## config.mk

```make
export PLATFORM = sky130hd
export DESIGN_NAME = pdcm_maint
export DESIGN_NICKNAME = d
export VERILOG_FILES = /design/src/include/pdcm_pkg.sv /design/src/rtl/pdcm_maint.sv
export SDC_FILE = /design/constraint.sdc
export NUM_CORES = 2
export LEC_CHECK = 0
export ABC_AREA = 1
export BUFFER_PORTS_ARGS = -buffer_cell sky130_fd_sc_hd__buf_2
export CORE_ASPECT_RATIO = 1.25
export CORE_UTILIZATION = 40
export DETAILED_ROUTE_END_ITERATION = 8
export PLACE_DENSITY_LB_ADDON = 0.3
export SYNTH_ARGS = -nofsm -noshare
export SYNTH_HDL_FRONTEND = slang
export SYNTH_SLANG_ARGS = --single-unit
```

## constraint.sdc

```tcl
create_clock -name clk_i -period 7.8 [get_ports clk_i]
set_input_delay 0.39 -clock clk_i [delete_from_list [all_inputs] [get_ports clk_i]]
set_output_delay 0.39 -clock clk_i [all_outputs]
set_load 0.05 [all_outputs]
```

## src/include/pdcm_pkg.sv

```systemverilog
`default_nettype none
package pdcm_pkg;
    // Alternate-space identifiers.
    localparam logic [7:0] ASI_MMU_OP   = 8'h03;
    localparam logic [7:0] ASI_DIAG_ONE = 8'h06;
    localparam logic [7:0] ASI_DIAG_ALT = 8'h05;
    // Operation address fields.
    localparam int OP_PAGE_MSB = 31;
    localparam int OP_PAGE_LSB = 12;
    localparam int OP_TYPE_MSB = 11;
    localparam int OP_TYPE_LSB = 8;
    localparam int SEG_LSB     = 18;
    localparam int REG_LSB     = 24;
    // Operation type codes, shared by flush and probe.
    localparam logic [3:0] OP_PAGE    = 4'h0;
    localparam logic [3:0] OP_SEGMENT = 4'h1;
    localparam logic [3:0] OP_REGION  = 4'h2;
    localparam logic [3:0] OP_CONTEXT = 4'h3;
    localparam logic [3:0] OP_ENTIRE  = 4'h4;
    // Entry field positions.
    localparam int MOD_BIT      = 6;
    localparam int REF_BIT      = 5;
    localparam int PERM_MSB     = 4;
    localparam int PERM_LSB     = 2;
    localparam int KIND_MSB     = 1;
    localparam int KIND_LSB     = 0;
    localparam int PTR_LSB      = 2;
    // Entry kinds.
    localparam logic [1:0] KIND_INVALID  = 2'h0;
    localparam logic [1:0] KIND_POINTER  = 2'h1;
    localparam logic [1:0] KIND_ENTRY    = 2'h2;
    localparam logic [1:0] KIND_RESERVED = 2'h3;
    // Permission codes 6 and 7 are shared across contexts.
    localparam logic [2:0] PERM_SHARED_MIN = 3'h6;
    // Levels of the table walk.
    localparam logic [1:0] LEVEL_0 = 2'h0;
    localparam logic [1:0] LEVEL_3 = 2'h3;
    localparam logic [31:0] ZERO_WORD = 32'h0000_0000;
    typedef enum logic [2:0]
    {
        PDCM_IDLE   = 3'b000,
        PDCM_READ   = 3'b001,
        PDCM_WAIT   = 3'b011,
        PDCM_WRITE  = 3'b010,
        PDCM_WWAIT  = 3'b110,
        PDCM_DONE   = 3'b111
    } pdcm_state_type;
endpackage
`default_nettype wire

```

## src/rtl/pdcm_maint.sv

```systemverilog
`timescale 1ns/1ps
`default_nettype none
module pdcm_maint
    import pdcm_pkg::*;
#(
    parameter int ENTRIES = 8,
    parameter int CTX_W   = 8
)
(
    // Clock and reset.
    input  wire logic              clk_i,
    input  wire logic              reset_i,
    // Current context.
    input  wire logic [CTX_W-1:0]  context_id_i,
    // Alternate-space request from the integer unit.
    input  wire logic              req_valid_i,
    input  wire logic              req_write_i,
    input  wire logic [7:0]        req_asi_i,
    input  wire logic [31:0]       req_addr_i,
    input  wire logic [31:0]       req_wdata_i,
    output logic                   req_ready_o,
    output logic                   resp_valid_o,
    output logic [31:0]            resp_data_o,
    // Translation report: a successful lookup and its cache slot.
    input  wire logic              xlate_valid_i,
    input  wire logic              xlate_write_i,
    input  wire logic [$clog2(ENTRIES)-1:0] xlate_slot_i,
    output logic                   xlate_hold_o,
    // Fill from the translation walker.
    input  wire logic              fill_valid_i,
    input  wire logic [$clog2(ENTRIES)-1:0] fill_slot_i,
    input  wire logic [31:0]       fill_entry_i,
    input  wire logic [31:0]       fill_addr_i,
    input  wire logic [31:0]       fill_paddr_i,
    input  wire logic [1:0]        fill_level_i,
    // Cached state seen by the translation path.
    output logic [ENTRIES-1:0]     slot_valid_o,
    // Memory port to the page tables; lock keeps updates atomic.
    output logic                   mem_req_o,
    output logic                   mem_we_o,
    output logic                   mem_lock_o,
    output logic [31:0]            mem_addr_o,
    output logic [31:0]            mem_wdata_o,
    input  wire logic              mem_ack_i,
    input  wire logic [31:0]       mem_rdata_i,
    input  wire logic              uncorrectable_fault_i,
    input  wire logic              expired_wait_fault_i,
    input  wire logic              bus_fault_i,
    // Table root for the current context.
    input  wire logic [31:0]       root_paddr_i
);
    localparam int SW = $clog2(ENTRIES);
    // Slot numbers are cut straight from address bits, so the depth must be a power of two.
    if (ENTRIES < 2 || (ENTRIES & (ENTRIES - 1)) != 0 || CTX_W < 1 || CTX_W > 16)
    begin : g_bad_params
        $error("pdcm_maint: unsupported parameters");
    end

    // ----------------------------------------------------------------
    // Cache storage
    // ----------------------------------------------------------------
    logic [31:0]      ent_q   [ENTRIES];
    logic [31:0]      tag_q   [ENTRIES];
    logic [31:0]      paddr_q [ENTRIES];
    logic [1:0]       lvl_q   [ENTRIES];
    logic [CTX_W-1:0] ctx_q   [ENTRIES];
    logic [ENTRIES-1:0] valid_q;

    function automatic logic prefix_eq(input logic [31:0] a, input logic [31:0] b,
                                       input logic [1:0] lvl);
        // Compare the bits that select a table at the given depth.
        case (lvl)
            2'd1:    prefix_eq = a[31:REG_LSB] == b[31:REG_LSB];
            2'd2:    prefix_eq = a[31:SEG_LSB] == b[31:SEG_LSB];
            2'd3:    prefix_eq = a[31:OP_PAGE_LSB] == b[31:OP_PAGE_LSB];
            default: prefix_eq = 1'b1;
        endcase
    endfunction

    // ----------------------------------------------------------------
    // Flush match
    // ----------------------------------------------------------------
    logic is_mmu_op;
    logic is_diag;
    logic [3:0] op_type;
    logic [ENTRIES-1:0] flush_hit;
    assign is_mmu_op = req_asi_i == ASI_MMU_OP;
    assign is_diag   = req_asi_i == ASI_DIAG_ONE || req_asi_i == ASI_DIAG_ALT;
    assign op_type   = req_addr_i[OP_TYPE_MSB:OP_TYPE_LSB];

    always_comb
    begin
        for (int i = 0; i < ENTRIES; i++)
        begin
            logic ptr;
            logic shared;
            logic own;
            logic guard;
            ptr    = ent_q[i][KIND_MSB:KIND_LSB] == KIND_POINTER;
            shared = ent_q[i][PERM_MSB:PERM_LSB] >= PERM_SHARED_MIN;
            own    = ctx_q[i] == context_id_i;
            guard  = ptr || shared || own;
            case (op_type)
                OP_PAGE:    flush_hit[i] = lvl_q[i] == LEVEL_3 && guard &&
                                           prefix_eq(tag_q[i], req_addr_i, 2'd3);
                OP_SEGMENT: flush_hit[i] = lvl_q[i] >= 2'd2 && guard &&
                                           prefix_eq(tag_q[i], req_addr_i, 2'd2);
                OP_REGION:  flush_hit[i] = lvl_q[i] >= 2'd1 && guard &&
                                           prefix_eq(tag_q[i], req_addr_i, 2'd1);
                // Pointers are also dropped here; over-flushing is harmless.
                OP_CONTEXT: flush_hit[i] = ptr || (!shared && own);
                OP_ENTIRE:  flush_hit[i] = 1'b1;
                default:    flush_hit[i] = 1'b0;
            endcase
        end
    end

    // ----------------------------------------------------------------
    // Sequencer: probe walk and referenced/modified write-back
    // ----------------------------------------------------------------
    pdcm_state_type state_q;
    logic        probe_q;
    logic [3:0]  ptype_q;
    logic [31:0] va_q;
    logic [1:0]  lvl_w_q;
    logic [31:0] word_q;
    logic [SW-1:0] uslot_q;
    logic        resp_q;
    logic [31:0] rdata_q;
    logic [31:0] mem_addr_q;
    logic        fault;
    logic        start_update;
    logic        start_req;
    logic [31:0] upd_word;
    logic [1:0]  rd_kind;
    logic        at_target;

    assign fault = uncorrectable_fault_i || expired_wait_fault_i || bus_fault_i;
    assign rd_kind = mem_rdata_i[KIND_MSB:KIND_LSB];
    // A probe of type n stops at level 3-n; entire walks on, and reserved types answer zero after the first read.
    assign at_target = ptype_q < OP_ENTIRE && ptype_q[1:0] == (LEVEL_3 - lvl_w_q);
    assign upd_word = ent_q[xlate_slot_i] | (32'h0000_0001 << REF_BIT)
                      | ({31'h0000_0000, xlate_write_i} << MOD_BIT);
    assign start_update = state_q == PDCM_IDLE && xlate_valid_i &&
                          (!ent_q[xlate_slot_i][REF_BIT] ||
                           (xlate_write_i && !ent_q[xlate_slot_i][MOD_BIT]));
    assign start_req = state_q == PDCM_IDLE && !start_update && req_valid_i;
    // The store stalls until its modified bit is in memory, and while a walk is busy,
    // since a translation reported then could not start its own update.
    assign xlate_hold_o = start_update || state_q != PDCM_IDLE;
    assign req_ready_o  = start_req && (req_write_i || !is_mmu_op);

    function automatic logic [31:0] walk_addr(input logic [31:0] base, input logic [31:0] va,
                                              input logic [1:0] lvl);
        case (lvl)
            2'd1:    walk_addr = base + {22'h00_0000, va[31:24], 2'b00};
            2'd2:    walk_addr = base + {24'h00_0000, va[23:18], 2'b00};
            2'd3:    walk_addr = base + {24'h00_0000, va[17:12], 2'b00};
            default: walk_addr = base + (32'(context_id_i) << 2);
        endcase
    endfunction

    always_ff @(posedge clk_i)
    begin
        if (reset_i)
        begin
            state_q    <= PDCM_IDLE;
            probe_q    <= 1'b0;
            ptype_q    <= 4'h0;
            va_q       <= ZERO_WORD;
            lvl_w_q    <= LEVEL_0;
            word_q     <= ZERO_WORD;
            uslot_q    <= '0;
            resp_q     <= 1'b0;
            rdata_q    <= ZERO_WORD;
            mem_addr_q <= ZERO_WORD;
        end
        else
        begin
            resp_q <= 1'b0;
            case (state_q)
                PDCM_IDLE:
                begin
                    if (start_update)
                    begin
                        probe_q    <= 1'b0;
                        uslot_q    <= xlate_slot_i;
                        word_q     <= upd_word;
                        mem_addr_q <= paddr_q[xlate_slot_i];
                        state_q    <= PDCM_WRITE;
                    end
                    else if (start_req && !req_write_i && is_mmu_op)
                    begin
                        probe_q    <= 1'b1;
                        ptype_q    <= op_type;
                        va_q       <= req_addr_i;
                        lvl_w_q    <= LEVEL_0;
                        mem_addr_q <= walk_addr(root_paddr_i, req_addr_i, LEVEL_0);
                        state_q    <= PDCM_READ;
                    end
                    else if (start_req && !req_write_i)
                    begin
                        resp_q  <= 1'b1;
                        rdata_q <= is_diag ? ent_q[req_addr_i[SW+1:2]] : ZERO_WORD;
                    end
                end
                PDCM_READ:
                    state_q <= PDCM_WAIT;
                PDCM_WAIT:
                begin
                    if (mem_ack_i)
                    begin
                        state_q <= PDCM_DONE;
                        resp_q  <= 1'b1;
                        rdata_q <= ZERO_WORD;
                        if (fault)
                            rdata_q <= ZERO_WORD;
                        else if (ptype_q > OP_ENTIRE)
                            rdata_q <= ZERO_WORD;
                        else if (at_target)
                            rdata_q <= (rd_kind == KIND_POINTER && lvl_w_q == LEVEL_3) ? ZERO_WORD
                                       : (rd_kind == KIND_RESERVED ? ZERO_WORD : mem_rdata_i);
                        else if (rd_kind == KIND_ENTRY)
                            rdata_q <= ptype_q == OP_ENTIRE ? mem_rdata_i : ZERO_WORD;
                        else if (rd_kind == KIND_POINTER && lvl_w_q != LEVEL_3)
                        begin
                            resp_q     <= 1'b0;
                            lvl_w_q    <= lvl_w_q + 2'd1;
                            mem_addr_q <= walk_addr({mem_rdata_i[31:PTR_LSB], 2'b00} << 4,
                                                    va_q, lvl_w_q + 2'd1);
                            state_q    <= PDCM_READ;
                        end
                        else
                            rdata_q <= ZERO_WORD;
                    end
                end
                PDCM_WRITE:
                    state_q <= PDCM_WWAIT;
                PDCM_WWAIT:
                    if (mem_ack_i)
                        state_q <= PDCM_DONE;
                PDCM_DONE:
                    state_q <= PDCM_IDLE;
                default:
                    state_q <= PDCM_IDLE;
            endcase
        end
    end

    assign resp_valid_o = resp_q;
    assign resp_data_o  = rdata_q;
    assign mem_req_o    = state_q == PDCM_READ || state_q == PDCM_WRITE;
    assign mem_we_o     = state_q == PDCM_WRITE || state_q == PDCM_WWAIT;
    // Only the write of an update is locked; probe reads never lock.
    assign mem_lock_o   = !probe_q && (state_q == PDCM_WRITE || state_q == PDCM_WWAIT);
    assign mem_addr_o   = mem_addr_q;
    assign mem_wdata_o  = word_q;

    // ----------------------------------------------------------------
    // Cache update: fill, flush, diagnostic write, bit update
    // ----------------------------------------------------------------
    logic flush_go;
    logic diag_go;
    assign flush_go = req_ready_o && req_write_i && is_mmu_op;
    assign diag_go  = req_ready_o && req_write_i && is_diag;

    always_ff @(posedge clk_i)
    begin
        if (reset_i)
            valid_q <= '0;
        else
        begin
            if (flush_go)
                valid_q <= valid_q & ~flush_hit;
            if (fill_valid_i)
                valid_q[fill_slot_i] <= 1'b1;
            if (diag_go)
                valid_q[req_addr_i[SW+1:2]] <= 1'b1;
        end
    end

    always_ff @(posedge clk_i)
    begin
        // A fill in another slot must not swallow the cached bit update.
        if (start_update)
            ent_q[xlate_slot_i] <= upd_word;
        if (diag_go)
            ent_q[req_addr_i[SW+1:2]] <= req_wdata_i;
        if (fill_valid_i)
        begin
            ent_q[fill_slot_i]   <= fill_entry_i;
            tag_q[fill_slot_i]   <= fill_addr_i;
            paddr_q[fill_slot_i] <= fill_paddr_i;
            lvl_q[fill_slot_i]   <= fill_level_i;
            ctx_q[fill_slot_i]   <= context_id_i;
        end
    end

    assign slot_valid_o = valid_q;
endmodule
`default_nettype wire

```

# Word level (Yosys, flattened, before mapping)
# Memory sizes are Yosys's and may differ from the RTL's.
# Index checks and enable logic that the tools add are counted.
[classes] add_sub_neg=7 n_lt_le_gt_ge=30 eq_ne=81 mux=104 bitwise=6 reduce_logical=132
[op_table] cell="$mux W32" count=21
[op_table] cell="$eq A20 B20 Y1" count=8
[op_table] cell="$eq A8 B8 Y1" count=16
[op_table] cell="$pmux W32 S2" count=2
[op_table] cell="$eq A14 B14 Y1" count=8
[op_table] cell="$add A32 B10 Y32" count=3
[op_table] cell="$pmux W32 S3" count=1
[op_table] cell="$logic_and A1 B1 Y1" count=73
[op_table] cell="$add A32 B8 Y32" count=2
[op_table] cell="$mux W1" count=44
[op_table] cell="$mux W8" count=5
[op_table] cell="$pmux W1 S5" count=8
[op_table] cell="$logic_or A1 B1 Y1" count=32
[op_table] cell="$or A32 B7 Y32" count=1
[op_table] cell="$reduce_or A32 Y1" count=1
[op_table] cell="$mux W3" count=10
[op_table] cell="$eq A2 B2 Y1 const B" count=13
[op_table] cell="$ge A3 B3 Y1 const B" count=8
[op_table] cell="$eq A2 B1 Y1 const B" count=10
[op_table] cell="$ne A2 B2 Y1 const B" count=10
[op_table] cell="$eq A8 B3 Y1 const B" count=2
[op_table] cell="$ge A2 B1 Y1 const B" count=8
[op_table] cell="$ge A2 B2 Y1 const B" count=8
[op_table] cell="$mux W2" count=8
[op_table] cell="other kinds (34)" count=58
[totals] regBits=147 ramBits=848 input_bits=259 output_inout_bits=110 word_cells=375 n_memories=5
[memory_table] name="ent_q" depth=8 word_bits=32 read_ports=10 rd_ports_with_merged_regs=0 write_ports=2 line="pdcm_maint.sv:62" text="logic [31:0] ent_q [ENTRIES];"
[memory_table] name="paddr_q" depth=8 word_bits=32 read_ports=1 rd_ports_with_merged_regs=0 write_ports=1 line="pdcm_maint.sv:64" text="logic [31:0] paddr_q [ENTRIES];"
[memory_table] name="tag_q" depth=8 word_bits=32 read_ports=8 rd_ports_with_merged_regs=0 write_ports=1 line="pdcm_maint.sv:63" text="logic [31:0] tag_q [ENTRIES];"
[memory_table] name="ctx_q" depth=8 word_bits=8 read_ports=8 rd_ports_with_merged_regs=0 write_ports=1 line="pdcm_maint.sv:66" text="logic [CTX_W-1:0] ctx_q [ENTRIES];"
[memory_table] name="lvl_q" depth=8 word_bits=2 read_ports=8 rd_ports_with_merged_regs=0 write_ports=1 line="pdcm_maint.sv:65" text="logic [1:0] lvl_q [ENTRIES];"

# Depth between registers and ports, before layout
# An unclocked memory read counts as a cell.
[logic_depth] depth_word=18 mapped_depth=22 ltp_nobuf=22

# Worst setup path after synthesis
# OpenSTA, ideal clock, no wires.
[synth_timing] path_kind="input to register" startpoint="input port fill_slot_i[1]" endpoint="memory ctx_q[3][0] (enable)" setup_time_ns=0.450 arrival_time_ns=2.813 required_ns=7.350 path_slack_ns=4.537 path_stages=6 n_path_buf=2 cell_sequence="inv_1 nor2_1 inv_1 nor2_1 clkbuf_1 clkbuf_1"
[synth_rtl] element="from (decl)" line="pdcm_maint.sv:31" text="input wire logic [$clog2(ENTRIES)-1:0] fill_slot_i,"
[synth_rtl] element="to (decl)" line="pdcm_maint.sv:66"
# Straight into the memory's write port.

# Final worst setup path
[layout_timing] startpoint="register lvl_w_q[1]" endpoint="register mem_addr_q[26] (netlist: mem_addr_o[26])"
[layout_between] elab_chain_len=10 word_cells_on_any_way=20 classes_between="add/sub: 2; eq/ne: 7; mux: 8; reduce/logical: 3"
[layout_rtl] element="from (decl)" line="pdcm_maint.sv:125" text="logic [1:0] lvl_w_q;"
[layout_rtl] element="from (signal assigned)" line="pdcm_maint.sv:228" text="lvl_w_q <= lvl_w_q + 2'd1;"
[layout_rtl] element="$add A2 B1 Y2" line="pdcm_maint.sv:230" text="va_q, lvl_w_q + 2'd1);"
[layout_rtl] element="$eq A2 B2 Y1 or $eq A2 B1 Y1 (tied branches)" line="pdcm_maint.sv:155" text="case (lvl)"
[layout_rtl] element="$pmux W32 S3" line="pdcm_maint.sv:155"
[layout_rtl] element="$mux W32" line="pdcm_maint.sv:225" text="else if (rd_kind == KIND_POINTER && lvl_w_q != LEVEL_3)"
[layout_rtl] element="$mux W32" line="pdcm_maint.sv:223" text="else if (rd_kind == KIND_ENTRY)"
[layout_rtl] element="$mux W32" line="pdcm_maint.sv:220" text="else if (at_target)"
[layout_rtl] element="$mux W32" line="pdcm_maint.sv:218" text="else if (ptype_q > OP_ENTIRE)"
[layout_rtl] element="$mux W32" line="pdcm_maint.sv:216" text="if (fault)"
[layout_rtl] element="$mux W32" line="pdcm_maint.sv:211" text="if (mem_ack_i)"
[layout_rtl] element="$pmux W32 S2" line="pdcm_maint.sv:181" text="case (state_q)"
[layout_rtl] element="to (signal assigned)" line="pdcm_maint.sv:189" text="mem_addr_q <= paddr_q[xlate_slot_i];"
[layout_rtl] element="to (signal assigned)" line="pdcm_maint.sv:198" text="mem_addr_q <= walk_addr(root_paddr_i, req_addr_i, LEVEL_0);"
[layout_rtl] element="to (signal assigned)" line="pdcm_maint.sv:229" text="mem_addr_q <= walk_addr({mem_rdata_i[31:PTR_LSB], 2'b00} << 4,"
[layout_rtl] element="to (decl)" line="pdcm_maint.sv:130" text="logic [31:0] mem_addr_q;"
# Parallel ways exist; a longest one is shown, timed or not. The select of a mux whose other input is x is not followed.
# A chain may end at the register's enable or synchronous reset.

==> summary.md <==
| Metric | Value |
|---|---|
| Status | `finished clean` |
| WP data required | `8.42 ns` |
| CP max-delay cell | `ha_1` |
| Effective utilization at floorplan | `40.5%` |
| Clk slew on worst S/H paths | `0.06 ns` |
| CP Max Fanout | `9` |
| Longest Clk Path Bufs | `3` |
| Pwr per Cell Area | `253 mW/mm^2` |
| Final WS setup | `3.74 ns` |
| Syn Std Cell Area | `0.0440 sq mm` |
| Setup Skew | `0.0314 ns` |
| Max Slew Vio Count | `0` |
| Die H | `about 370 um` |
| Commonest non-fill, non-tap cells in the layout | `nand2_1 (1083), edfxtp_1 (752), o21ai_0 (590)` |
| Crit path time final | `4.06 ns` |
| Worst setup SP type | `register` |
| Comb pwr share | `21.9%` |
| GR Util All Layers | `between 20% and 30%` |
| Die footprint | `0.111 sq mm` |
| Post-DP Area | `0.0469 sq mm` |
| Top delay family on crit path | `simple AND/OR/NAND/NOR gates` |
| TritonCTS clock tree | `done` |
| Commonest non-fill, non-tap cell in the layout | `nand2_1` |
| Yosys warnings | `0` |
| Core Rows | `135` |
| Nets | `5283` |
| GRT Residual Overflow | `0` |
| Placed insts | `6312` |
| Tcrit/Tclk final | `around 52%` |
| Number of flops mapped to enable cells by yosys | `752` |
| Prevailing post-synth register cell | `edfxtp_1` |
| Met2 wire len | `just under 70000 um` |
| Pre-CTS WS | `3.39 ns` |
| Worst VDD drop | `0.237 mV` |
| Post-synth ARST share | `0%` |
| Ports | `369` |
| Vias in the first global route | `33900` |
| Final hold viol count | `0` |
| Drt first pass iters | `6` |
| Crit path buffers/inverters | `2` |
| DR top layer | `met5` |
| Post-Route WL | `150000 um` |
| WP data arrival | `4.69 ns` |
| DR vias | `about 37000` |
| CP Class | `register to register` |
| Net Sw Frac | `32.8%` |
| Num CTS Buffers | `92` |
| Setup Total Neg Slack | `0 ns` |
| Initial DRC Count | `4628` |
| Avg Vias per Cell | `approximately 5.6` |
| M1 wire length | `60700 um` |
| Post-Layout Cell Count | `6540` |
| Sequential power share | `between 40% and 50%` |
| Multi-input logic area | `roughly 0.016 sq mm` |
| CP Capture Point | `mem_addr_o[26]` |
| Fmax | `246 MHz` |
| Max Cap Viol | `0` |
| Synth Net Count | `5057` |
| CTS H-tree depth | `3` |
| Core area | `~0.11 sq mm` |
| Layout area overhead | `14.2%` |
| Internal Power | `8.54 mW` |
| Share of cells above drive strength 1 | `between 10% and 20%` |
| Slew at the pin closest to its max-slew limit | `1.21 ns` |
| CP Capture Type | `register` |
| First-pass GRT wire length | `approximately 220000 um` |
| FF-to-FF Start | `lvl_w_q[1]` |
| RSZ-0062 raised after global routing | `no` |
| Filler cells | `10200` |
| CTS Sinks | `887` |
| Switching pwr | `between 4 and 5 mW` |
| DRC | `0` |
| Largest net degree at the start of global routing | `132` |
| Design area | `about 0.050 sq mm` |
| FF-to-FF path depth | `18` |
| Worst rel slew slack | `19.0%` |
| Clk pwr share | `34.1%` |
| Levels on crit path | `18` |
| GP Congestion | `0.923` |
| Worst-path cell chain | `ha_1 > clkinv_1 > nand2_1 > o22ai_1 > fa_1 > inv_1 > nand3_1 > nand2_1 > nand2_1 > nor2_1 > nand2_1 > nor2_1 > nand3_1 > xor2_1 > nand2_1 > nand2_1 > nand2_1 > a21oi_1` |
| Seq cells post-synth | `887` |
| Post-Route Utilization | `between 40% and 50%` |
| HP Class | `input port to register` |
| Mean Syn Cell Area | `between 9 and 10 sq um` |
| Synth unique cells | `52` |
| Sequential share of the synthesized area | `57.5%` |
| Final setup vio count | `0` |
| Leak | `18.5 nW` |
| DP HPWL | `96100 um` |
| Synthesized instance count | `4780` |
| Die X | `299 um` |
| Slowest stage delay, CP | `0.52 ns` |
| Most common cell on crit path | `nand2_1` |
| Setup crit start | `lvl_w_q[1]` |
| Initial antenna violation count | `35` |
| Metal3 WL | `approximately 16000 um` |
| RR Endpoint | `mem_addr_o[26]` |
| Post-CTS sizing | `0` |
| Clk_lat worst skew | `0.69 ns` |
| # port buffers | `351` |
| Final ANT Viol Nets | `0` |
| Wire per inst | `23.0 um` |
| Root buffer cell | `clkbuf_16` |
| Register area | `0.0253 sq mm` |
| Flop-to-flop setup slack | `around 3.7 ns` |
[power groups by stage]
| stage | clock network, mW | registers, mW | logic [mW] |
|---|---|---|---|
| 2_1_floorplan | 0 | 6.09 | 1.38 |
| 3_3_place_gp | 0 | 5.69 | 2.68 |
| 3_5_place_dp | 0 | 5.69 | 2.71 |
| 4_1_cts | 4.38 | 5.59 | 2.74 |
| 5_1_grt | 4.57 | 5.62 | 2.97 |
| 6_report | 4.33 | 5.59 | 2.78 |
[layout make-up]
class	count	share of cell area, %
Tap cell	1438	3.58
Timing Repair Buffer	450	5.27
Sequential cell	887	50.3
Clock buffer	117	4.93
Multi-Input combinational cell	3252	32.5
Clock inverter	50	0.887
Inverter	323	2.44
Antenna cell	23	0.115
[Yosys cell counts, types with 57 or more instances]
cell	instances	share of area [%]
a21oi_1	270	3.1
buf_1	57	0.49
clkbuf_1	214	1.8
dfxtp_1	135	6.1
edfxtp_1	752	51
inv_1	315	2.7
nand2_1	1092	9.3
nand3_1	210	2.4
nor2_1	413	3.5
o211ai_1	60	1.0
o21ai_0	590	6.7
o21ai_1	63	0.72
xnor2_1	112	2.2
xor2_1	80	1.6
[worst register-to-register path, delay by kind of cell, from the launching register on]
| kind | cells | cell delay [ns] |
|---|---|---|
| and+or+nand+nor | 11 | 1.64 |
| adders and majority gates | 2 | 0.95 |
| buffers and inverters | 2 | 0.55 |
| DFF | 1 | 0.43 |
| AOI/OAI and AO/OA | 2 | 0.28 |
| xor gates and xnor gates | 1 | 0.17 |
[how the worst min path moves through the flow]
stage,start,endpoint,slack (ns),cells after the start
CTS,fill_addr_i[31],tag_q[7][31],0.001,1
global placement,va_q[24],va_q[24],0.43,2
finish,fill_addr_i[13],tag_q[7][13],0.03,1
detailed placement,va_q[27],va_q[27],0.44,2
floorplan,va_q[29],va_q[29],0.42,2
global route,fill_addr_i[13],tag_q[7][13],0.04,1
[per-layer routing]
| metal | track usage (%) | vias to the layer above |
|---|---|---|
| met3 | 4.90 | 302 |
| met1 | 36.3 | 17600 |
| met4 | 11.0 | 8 |
| met2 | 40.8 | 2059 |
| met5 | 0 | - |
| li1 | - | 17000 |
[logic make-up after synthesis]
logic type / after synthesis / synth area share, %
compound gates: 1191 / 15.3
xor+xnor: 192 / 3.82
fa+ha+maj: 18 / 0.546
buf+inv: 641 / 5.73
flops: 887 / 57.5
simple gates: 1851 / 17.2
[flip-flops by register name, summed over array words and instances, names as in the netlist, 2 cells and up]
register and flops:
mem_addr_o 32, va_q 21, tag_q 160, ptype_q 3, resp_data_o 32, ctx_q 64
lvl_w_q 2, ent_q 256, mem_wdata_o 32, slot_valid_o 8, lvl_q 16, state_q 3
paddr_q 256
[per-stage QoR]
step | hold slack, ns | total power, mW
4_1_cts | 0.00137 | 12.7
3_3_place_gp | 0.433 | 8.36
3_5_place_dp | 0.438 | 8.40
6_report | 0.0307 | 12.7
2_1_floorplan | 0.424 | 7.47
5_1_grt | 0.0351 | 13.2
[repair_timing]
| action | in CTS | in global routing |
|---|---|---|
| hold buffers | 38 | 0 |
| buffers inserted | 0 | 0 |
| endpoints found under the hold margin | 300 | 0 |
Power figures use the tool's default switching activity.
